--- config.mk ---
export PLATFORM = sky130hd
export DESIGN_NAME = cbm_master_flat
export DESIGN_NICKNAME = d
export VERILOG_FILES = /design/src/cbm_pkg.sv /design/src/cbm_if.sv /design/src/cbm_master.sv /design/src/flat_wrapper.sv
export VERILOG_INCLUDE_DIRS = /design/src
export SDC_FILE = /design/constraint.sdc
export NUM_CORES = 1
export LEC_CHECK = 0
export BUFFER_PORTS_ARGS = -buffer_cell sky130_fd_sc_hd__buf_4
export CORE_MARGIN = 2
export CORE_UTILIZATION = 26
export DETAILED_ROUTE_END_ITERATION = 10
export GPL_ROUTABILITY_DRIVEN = 1
export PLACE_DENSITY = 0.52
export SYNTH_ARGS = -nofsm -noshare
export SYNTH_HDL_FRONTEND = slang
export SYNTH_SLANG_ARGS = --single-unit
--- constraint.sdc ---
create_clock -name clock_i -period 4.6 [get_ports clock_i]
set_input_delay 0.23 -clock clock_i [delete_from_list [all_inputs] [get_ports clock_i]]
set_output_delay 0.23 -clock clock_i [all_outputs]
set_load 0.02 [all_outputs]
--- src/cbm_params.svh ---
`ifndef CBM_PARAMS_SVH
`define CBM_PARAMS_SVH
// Transfer type codes
`define CBM_TRANS_IDLE    2'h0
`define CBM_TRANS_BUSY    2'h1
`define CBM_TRANS_NONSEQ  2'h2
`define CBM_TRANS_SEQ     2'h3
// Burst and size codes
`define CBM_BURST_SINGLE  3'h0
`define CBM_BURST_INCR    3'h1
`define CBM_SIZE_WORD     3'h2
// Response codes
`define CBM_RESP_OKAY     3'h0
`define CBM_RESP_ERROR    3'h1
// Word step, alignment mask and strobes
`define CBM_WORD_STEP     32'h4
`define CBM_ALIGN_MASK    32'hffff_fffc
`define CBM_STRB_ALL      4'hf
`endif

--- src/cbm_pkg.sv ---
/*
 Types shared by both ends of the core bus link.
 Assumes cbm_params.svh is on the include path.
*/
package cbm_pkg;
    typedef enum logic [2:0] {
        CBM_KIND_INSTR = 3'h1,
        CBM_KIND_DATA  = 3'h2,
        CBM_KIND_SPLIT = 3'h4
    } cbm_kind_t;

    typedef struct packed {
        logic [31:0] addr;
        logic        write;
        logic        burst;
        logic [1:0]  kind;
        logic [31:0] wdata;
    } cbm_req_t;
endpackage : cbm_pkg

--- src/cbm_if.sv ---
/*
 Pipelined master/slave bus link between the core bus unit and a slave.
 Assumes one shared clock; the testbench instantiates and connects it.
*/
`timescale 1ns/1ps
interface cbm_if;
    logic [31:0] haddr;
    logic [1:0]  htrans;
    logic        hwrite;
    logic [2:0]  hsize;
    logic [2:0]  hburst;
    logic [3:0]  hbstrb;
    logic        hunalign;
    logic [31:0] hwdata;
    logic [31:0] hrdata;
    logic        hready;
    logic [2:0]  hresp;

    modport master (
        output haddr, htrans, hwrite, hsize, hburst, hbstrb, hunalign,
               hwdata,
        input  hrdata, hready, hresp
    );
    modport slave (
        input  haddr, htrans, hwrite, hsize, hburst, hbstrb, hunalign,
               hwdata,
        output hrdata, hready, hresp
    );
endinterface : cbm_if

--- src/cbm_master.sv ---
/*
 Core bus master: takes requests from a two-entry buffer and issues
 pipelined single or incrementing-burst word transfers on cbm_if.
 Assumes a slave that keeps the two-cycle error response.
*/
//
// Operation
// RULE_01: Burst beats are word, all strobes, aligned flag
// RULE_02: Every burst uses incrementing type only
// RULE_03: Burst starts word aligned, steps one word
// RULE_04: Bursts may have any length, even one
// RULE_05: Burst may end, next transfer follows directly
// RULE_06: Write data follows the address acceptance cycle
// RULE_07: Untaken request may be replaced by another
// RULE_08: Only read requests are ever replaced
// RULE_09: Retracted beat replaced by burst or single
// RULE_10: New request taken only when previous completes
// RULE_11: Request on idle bus taken same cycle
// RULE_12: Slave returns read data next cycle onward
// RULE_13: Error is two cycles, ready low then high
// RULE_14: Second error cycle may change pending request
// RULE_15: Read data ignored on error termination
// RULE_16: After prefetch error, pending request stays
// RULE_17: After data read error, pending goes idle
// RULE_18: After split write first error, abort second
// RULE_19: At most one accepted transfer outstanding
// RULE_20: Idle transfer type during and after reset
`timescale 1ns/1ps
`include "cbm_params.svh"
module cbm_master #(
    parameter int DEPTH = 2
) (
    // Clock and reset
    input  wire logic            clock_i,
    input  wire logic            rst_n_i,
    // Request side
    input  wire logic            req_valid_i,
    output logic                 req_ready_o,
    input  wire cbm_pkg::cbm_req_t req_i,
    input  wire logic            req_last_i,
    // Completion side
    output logic                 done_valid_o,
    output logic [31:0]          done_rdata_o,
    output logic                 done_error_o,
    // Bus
    cbm_if.master                bus
);
    import cbm_pkg::*;

    initial begin
        if (DEPTH != 2) $error("cbm_master: DEPTH must be 2");
    end

    ////////////////////////////////////////////////////////////////////
    // Two-entry request buffer
    cbm_req_t buf_mem [0:1];
    logic     buf_last [0:1];
    logic     wr_ptr_reg, rd_ptr_reg;
    logic [1:0] count_reg;
    logic     buf_valid, buf_pop, buf_push;
    cbm_req_t head;
    logic     head_last;

    assign head        = buf_mem[rd_ptr_reg];
    assign head_last   = buf_last[rd_ptr_reg];
    assign buf_valid   = (count_reg != 2'h0);
    assign req_ready_o = (count_reg != 2'h2);
    assign buf_push    = req_valid_i && req_ready_o;

    always_ff @(posedge clock_i) begin
        if (buf_push) begin
            buf_mem[wr_ptr_reg]  <= req_i;
            buf_last[wr_ptr_reg] <= req_last_i;
        end
    end

    always_ff @(posedge clock_i or negedge rst_n_i) begin
        if (!rst_n_i) begin
            wr_ptr_reg <= 1'b0;
            rd_ptr_reg <= 1'b0;
            count_reg  <= 2'h0;
        end else begin
            if (buf_push) wr_ptr_reg <= ~wr_ptr_reg;
            if (buf_pop)  rd_ptr_reg <= ~rd_ptr_reg;
            count_reg <= count_reg + {1'b0, buf_push} - {1'b0, buf_pop};
        end
    end

    ////////////////////////////////////////////////////////////////////
    // Data phase tracking: one outstanding transfer only
    logic        dp_valid_reg;
    logic        dp_write_reg;
    logic [1:0]  dp_kind_reg;
    logic [31:0] dp_wdata_reg;
    logic        in_burst_reg;
    logic [31:0] next_addr_reg;

    logic err_first, err_second, dp_done, addr_ok, abort;
    logic err_pend_reg;

    // Prefetches keep their follower; every other error drops it
    function automatic logic cbm_keeps_next(input logic [1:0] k);
        cbm_keeps_next = (k == 2'(CBM_KIND_INSTR));
    endfunction : cbm_keeps_next

    assign err_first  = dp_valid_reg && !bus.hready
                        && bus.hresp == `CBM_RESP_ERROR;
    // The second error cycle counts only after a first one was seen,
    // so a stray error code with ready high cannot drop a request
    assign err_second = err_pend_reg && dp_valid_reg && bus.hready
                        && bus.hresp == `CBM_RESP_ERROR;
    assign dp_done    = dp_valid_reg && bus.hready;
    // RULE_17 RULE_18 RULE_14: data errors drop the pending request
    assign abort      = err_second && !cbm_keeps_next(dp_kind_reg);

    always_ff @(posedge clock_i or negedge rst_n_i) begin
        if (!rst_n_i) err_pend_reg <= 1'b0;
        else          err_pend_reg <= err_first; // RULE_13
    end
    // RULE_10 RULE_11 RULE_19
    assign addr_ok    = !dp_valid_reg || bus.hready;
    // RULE_16: prefetch error keeps the request presented
    assign buf_pop    = buf_valid && addr_ok;

    function automatic logic [31:0] cbm_word(input logic [31:0] a);
        cbm_word = a & `CBM_ALIGN_MASK;
    endfunction : cbm_word

    ////////////////////////////////////////////////////////////////////
    // Address phase outputs; the buffer head is shown while untaken.
    // While a read burst waits in its data phase and its next beat has
    // not arrived, the stepped address is offered ahead.  Ready is low,
    // so it cannot be taken; it is withdrawn or replaced by whatever
    // arrives next, burst or single.  Writes are never offered ahead,
    // so a presented write stands until it is taken or abort drops it.
    logic        cont_beat;
    logic        ahead;
    logic [31:0] beat_addr;

    // RULE_03
    assign cont_beat = in_burst_reg && head.burst;
    // RULE_07 RULE_08
    assign ahead     = !buf_valid && in_burst_reg && !dp_write_reg
                       && dp_valid_reg && !bus.hready;
    assign beat_addr = cont_beat ? next_addr_reg : cbm_word(head.addr);

    always_comb begin
        bus.htrans   = `CBM_TRANS_IDLE; // RULE_20
        bus.haddr    = beat_addr;
        bus.hwrite   = head.write;
        bus.hsize    = `CBM_SIZE_WORD; // RULE_01
        bus.hbstrb   = `CBM_STRB_ALL; // RULE_01
        bus.hunalign = 1'b0; // RULE_01
        bus.hburst   = head.burst ? `CBM_BURST_INCR // RULE_02
                                  : `CBM_BURST_SINGLE;
        if (buf_valid && !abort) begin
            // RULE_05 RULE_04 RULE_09
            bus.htrans = cont_beat ? `CBM_TRANS_SEQ : `CBM_TRANS_NONSEQ;
        end else if (ahead) begin
            // RULE_07: untaken read beat, replaceable
            bus.htrans = `CBM_TRANS_SEQ;
            bus.haddr  = next_addr_reg;
            bus.hwrite = 1'b0;
            bus.hburst = `CBM_BURST_INCR; // RULE_02
        end
    end
    assign bus.hwdata = dp_wdata_reg; // RULE_06

    logic issue;
    assign issue = buf_pop && !abort;

    always_ff @(posedge clock_i or negedge rst_n_i) begin
        if (!rst_n_i) begin
            dp_valid_reg  <= 1'b0;
            dp_write_reg  <= 1'b0;
            dp_kind_reg   <= 2'h0;
            dp_wdata_reg  <= 32'h0;
            in_burst_reg  <= 1'b0;
            next_addr_reg <= 32'h0;
        end else begin
            if (addr_ok) dp_valid_reg <= issue;
            if (issue) begin
                dp_write_reg  <= head.write;
                dp_kind_reg   <= head.kind;
                dp_wdata_reg  <= head.wdata;
                in_burst_reg  <= head.burst && !head_last;
                next_addr_reg <= beat_addr + `CBM_WORD_STEP; // RULE_03
            end else if (buf_pop) begin
                in_burst_reg  <= 1'b0;
            end
        end
    end

    ////////////////////////////////////////////////////////////////////
    // Completion report
    always_ff @(posedge clock_i or negedge rst_n_i) begin
        if (!rst_n_i) begin
            done_valid_o <= 1'b0;
            done_rdata_o <= 32'h0;
            done_error_o <= 1'b0;
        end else begin
            done_valid_o <= dp_done;
            done_error_o <= err_second;
            // RULE_15: no read data is taken on an error
            if (dp_done && !dp_write_reg && !err_second)
                done_rdata_o <= bus.hrdata;
            else if (dp_done)
                done_rdata_o <= 32'h0;
        end
    end

endmodule : cbm_master

--- src/flat_wrapper.sv ---
// flat-port wrapper written by rule: the top's interface ports become plain ports
module cbm_master_flat import cbm_pkg::*;
#(
    parameter int DEPTH = 2
)
  (clock_i, rst_n_i, req_valid_i, req_ready_o, req_i, req_last_i, done_valid_o, done_rdata_o, done_error_o, bus_haddr, bus_htrans, bus_hwrite, bus_hsize, bus_hburst, bus_hbstrb, bus_hunalign, bus_hwdata, bus_hrdata, bus_hready, bus_hresp);
  cbm_if bus_i ();
  input  wire logic clock_i;
  input  wire logic rst_n_i;
  input  wire logic req_valid_i;
  output logic req_ready_o;
  input  wire cbm_pkg::cbm_req_t req_i;
  input  wire logic req_last_i;
  output logic done_valid_o;
  output logic [31:0] done_rdata_o;
  output logic done_error_o;
  output wire logic [$bits(bus_i.haddr)-1:0] bus_haddr;
  output wire logic [$bits(bus_i.htrans)-1:0] bus_htrans;
  output wire logic [$bits(bus_i.hwrite)-1:0] bus_hwrite;
  output wire logic [$bits(bus_i.hsize)-1:0] bus_hsize;
  output wire logic [$bits(bus_i.hburst)-1:0] bus_hburst;
  output wire logic [$bits(bus_i.hbstrb)-1:0] bus_hbstrb;
  output wire logic [$bits(bus_i.hunalign)-1:0] bus_hunalign;
  output wire logic [$bits(bus_i.hwdata)-1:0] bus_hwdata;
  input wire logic [$bits(bus_i.hrdata)-1:0] bus_hrdata;
  input wire logic [$bits(bus_i.hready)-1:0] bus_hready;
  input wire logic [$bits(bus_i.hresp)-1:0] bus_hresp;
  assign bus_haddr = bus_i.haddr;
  assign bus_htrans = bus_i.htrans;
  assign bus_hwrite = bus_i.hwrite;
  assign bus_hsize = bus_i.hsize;
  assign bus_hburst = bus_i.hburst;
  assign bus_hbstrb = bus_i.hbstrb;
  assign bus_hunalign = bus_i.hunalign;
  assign bus_hwdata = bus_i.hwdata;
  assign bus_i.hrdata = bus_hrdata;
  assign bus_i.hready = bus_hready;
  assign bus_i.hresp = bus_hresp;
  cbm_master #(.DEPTH(DEPTH)) u_core (.clock_i(clock_i), .rst_n_i(rst_n_i), .req_valid_i(req_valid_i), .req_ready_o(req_ready_o), .req_i(req_i), .req_last_i(req_last_i), .done_valid_o(done_valid_o), .done_rdata_o(done_rdata_o), .done_error_o(done_error_o), .bus(bus_i));
endmodule
==> tab_implementation.tex <==
\begin{tabular}{lr}
\hline
Metric & Value \\
\hline
\multicolumn{2}{l}{\textbf{Floorplanning}} \\
Initial standard-cell utilization of the core & 26.2\% \\
Ports placed on the boundary & 221 \\
Area of the die & 42,600 sq um \\
Width of the chip & 206 microns \\
Site row count & 74 \\
Die height & 206 microns \\
Std-Cell Core Area & 40,600 sq um \\
\multicolumn{2}{l}{\textbf{Clock tree}} \\
CTS tree & done \\
Maximum buffer depth of the clock tree & 3 \\
Clock-pin transition on the worst setup and hold timing paths & 0.06 ns \\
Num CTS Buffers & 29 \\
Clock Root Buffer & clkbuf\_16 \\
Later-pin clock latency in the skew report & 0.56 ns \\
Sink count of the clock tree & 242 \\
\# Post-CTS Setup Buffers & 0 \\
CTS H-Tree Depth & 1 \\
\multicolumn{2}{l}{\textbf{Layout}} \\
Post-layout nets & 1,300 \\
Number of standard cells in the final layout excluding fillers & 1,747 \\
Largest Register & u\_core.buf\_mem \\
Flip-flop count of the largest register after layout & 132 \\
Commonest non-fill, non-tap cell in the layout & buf\_4 \\
Commonest cells after routing, fill and taps aside & 225 x buf\_4, 134 x edfxtp\_1, 107 x dfrtp\_1, 103 x dlygate4sd3\_1, 95 x nand2\_1 \\
Filler cell count in the final layout & 3,944 \\
Share of final-layout standard cells stronger than drive strength 1 & 24.0\% \\
Area delta synth->final & 38.6\% \\
\multicolumn{2}{l}{\textbf{Worst setup path}} \\
Type of the worst setup path & flop to output pin \\
Max incr delay on CP & 0.69 ns \\
Most common cell type on the critical path & buf\_4 \\
Ordered list of cells on the worst path & buf\_12 -> mux2i\_1 -> nor2\_2 -> buf\_4 -> nor2\_4 -> buf\_4 -> nor2\_1 -> a21oi\_1 -> buf\_4 \\
Worst setup EP type & output pin \\
Master of the slowest instance on the critical path & mux2i\_1 \\
Startpoint Class & flop \\
Buffers \& Inverters on Critical Path & 4 \\
Cell type group with the largest total delay on the critical path & buffers and inverters \\
WP data required & 4.37 ns \\
Worst Path Arrival & 3.85 ns \\
Maximum fanout along the worst path & 91 \\
\multicolumn{2}{l}{\textbf{Global route}} \\
Sum of overflow across all layers after global routing & 0 \\
Total global-route track usage & 13.4\% \\
Number of global-route vias before repair & 7,858 \\
Global-route wire length before repair & 44.1 mm \\
Maximum number of pins on one net before global-route repair & 92 \\
Number of antenna violations at the first check in global routing & 5 \\
\multicolumn{2}{l}{\textbf{Route}} \\
Vias & 7,986 \\
Post-route DRC violation count & 0 \\
Post-detailed-route count of antenna-violating nets & 0 \\
WL final & 29.3 mm \\
Detailed Routing Iterations Pass 1 & 4 \\
Vias per Instance & 4.57 \\
Metal-1 WL & 12.8 mm \\
Routed wirelength normalized by instance count & 16.8 microns \\
Starting DRC count in detailed routing & 510 \\
Met3 wire length & 1.82 mm \\
Uppermost metal layer occupied by signal nets & met5 \\
Amount of wire on met2 after detailed routing & 14.1 mm \\
\multicolumn{2}{l}{\textbf{Timing}} \\
Maximum clock skew at final layout & 0.0133 ns \\
Fin crit share & 88.8\% \\
Clock period minus worst slack & 4.08 ns \\
Peak clock frequency supported by timing & 245 MHz \\
Transition time at the pin with the least slew margin & 1.01 ns \\
Pins over their slew limit & 0 \\
Slew headroom & 33.0\% \\
Final Hold Viols & 0 \\
Setup repair after global routing missed its margin & no \\
Setup Total Neg Slack & 0 ns \\
Endpoints failing setup & 0 \\
\multicolumn{2}{l}{\textbf{Synth}} \\
Per-instance average area after synthesis & 12.0 sq um \\
Yosys warning total & 0 \\
Primary FF master, synth & edfxtp\_1 \\
Sequential-to-total area share from yosys stat & 63.2\% \\
Area of the mapped netlist & 10,600 sq um \\
Post-synthesis cell type count & 64 \\
Fraction of registers with async set/reset & 44.6\% \\
Largest area contributor in the synthesized netlist & edfxtp\_1 \\
Instance count of the mapped netlist & 884 \\
Largest cells by area after synthesis & edfxtp\_1 38\%, dfrtp\_1 25\%, mux2i\_1 7.7\% \\
Number of synthesized flops with an enable pin & 134 \\
Synth Register Bits & 242 \\
Portion of synthesized cell area occupied by the leading cell type & 37.8\% \\
\multicolumn{2}{l}{\textbf{Outcome}} \\
Status & complete, no violations \\
\multicolumn{2}{l}{\textbf{Pwr}} \\
Total power draw & 9770 uW \\
PwrDens & 663 nW/um\^{}2 \\
Leakage power figure & 0.00614 uW \\
Worst voltage drop across the vdd grid & 0.325 mV \\
\multicolumn{2}{l}{\textbf{Min path}} \\
Type of the tightest min-delay check & primary input to flop \\
\multicolumn{2}{l}{\textbf{Placed design}} \\
Buffers added on ports & 208 \\
Instance count after placement with tap cells included & 1,587 \\
Final weighted congestion of routability-driven global placement & 0.757 \\
Post-detailed-placement half-perimeter wirelength & 19.1 mm \\
\multicolumn{2}{l}{\textbf{Flow run}} \\
Maxcap violations & 0 \\
\hline
\end{tabular}
-- cell usage after synthesis (all sizes together), types with 3 or more instances --
master / n
nor3: 10
buf: 29
edfxtp: 134
o211a: 3
dfrtp: 108
xor2: 3
xnor2: 7
o221ai: 3
nand4: 9
nor2b: 5
nand2b: 4
nand4b: 3
o21ai: 80
ha: 3
inv: 7
mux2i: 82
o31a: 3
a2bb2oi: 3
a31oi: 8
nand3b: 3
and3: 10
a21oi: 52
a211oi: 6
mux2: 6
nor2: 71
nand2: 95
a22oi: 4
nor4: 8
o211ai: 4
nand3: 19
a22o: 32
or3: 9
clkbuf: 34
-- worst paths after layout --
path / start / end / slack, ns / cells past startpoint
max: u_core.rd_ptr_reg$_DFFE_PN0P_ / bus_haddr[30] / 0.52 / 9
min reg2reg: u_core.bus.hwdata[25]$_DFFE_PN0P_ / u_core.bus.hwdata[25]$_DFFE_PN0P_ / 0.48 / 2
max reg2reg: u_core.rd_ptr_reg$_DFFE_PN0P_ / u_core.next_addr_reg[29]$_DFFE_PN0P_ / 0.88 / 8
min in group asynchronous: rst_n_i / u_core.done_rdata_o[29]$_DFFE_PN0P_ / 0.42 / 2
min: bus_hresp[2] / u_core.done_error_o$_DFF_PN0_ / 0.06 / 3
max in group asynchronous: rst_n_i / u_core.bus.hwdata[28]$_DFFE_PN0P_ / 3.06 / 3
-- stage by stage --
stage / hold WS, ns / setup WS, ns / instance area, sq um / utilization, %
after detailed placement: 0.407 / 0.867 / 12800 / 31.4
after CTS: 0.0235 / 0.419 / 14700 / 36.3
after global placement: 0.402 / 0.889 / 12800 / 31.4
after floorplan: -0.0656 / 0.515 / 10700 / -
after global routing: 0.0696 / 0.198 / 14700 / 36.3
final: 0.0644 / 0.516 / 14700 / 36.3
-- cell type report --
cell class | instances | area, sq um | area share (%)
Antenna cell | 4 | 10.0 | 0.0679
Clock buffer | 37 | 776 | 5.26
Clock inverter | 16 | 161 | 1.09
Inverter | 7 | 26.3 | 0.178
Multi-Input combinational cell | 580 | 3640 | 24.7
Sequential cell | 242 | 6730 | 45.6
Tap cell | 532 | 666 | 4.51
Timing Repair Buffer | 329 | 2740 | 18.6
-- cells by family after synthesis --
kind of cell | after synthesis | synth area share [%]
AND/OR/NAND/NOR | 255 | 11.2
AO/OA/AOI/OAI | 214 | 12.7
other | 2 | 0.0706
adder cells (fa/ha/maj) | 3 | 0.353
multiplexers | 88 | 8.38
XOR/XNOR | 10 | 0.823
flip-flops | 242 | 63.2
buffers and inverters | 70 | 3.23
-- timing repair --
item / CTS / global route
resized for setup: 0 / 0
hold buffers: 103 / 0
endpoints found under the hold margin: 239 / 0
-- metal layers --
layer | up-vias | GRT usage, %
met2 | 220 | 22.6
met5 | - | 0
met1 | 3844 | 17.3
met3 | 34 | 2.95
li1 | 3886 | -
met4 | 2 | 3.72
-- worst reg2reg max path, stage by stage (launching register included) --
cell and delay (ns):
dfrtp_4 0.49, mux2_4 0.41, nand2_1 0.18, buf_4 0.51
mux2i_1 0.33, or4_1 0.69, or4_4 0.56, o31a_1 0.25
o211a_1 0.20
-- report_power, final --
group          switching (uW)  total, uW  internal (uW)  leakage [uW]
combinational            2430       4000           1570       0.00311
clock                     905       2260           1350      0.000462
sequential                446       3510           3060       0.00257
(Power assumes the default switching activity.)
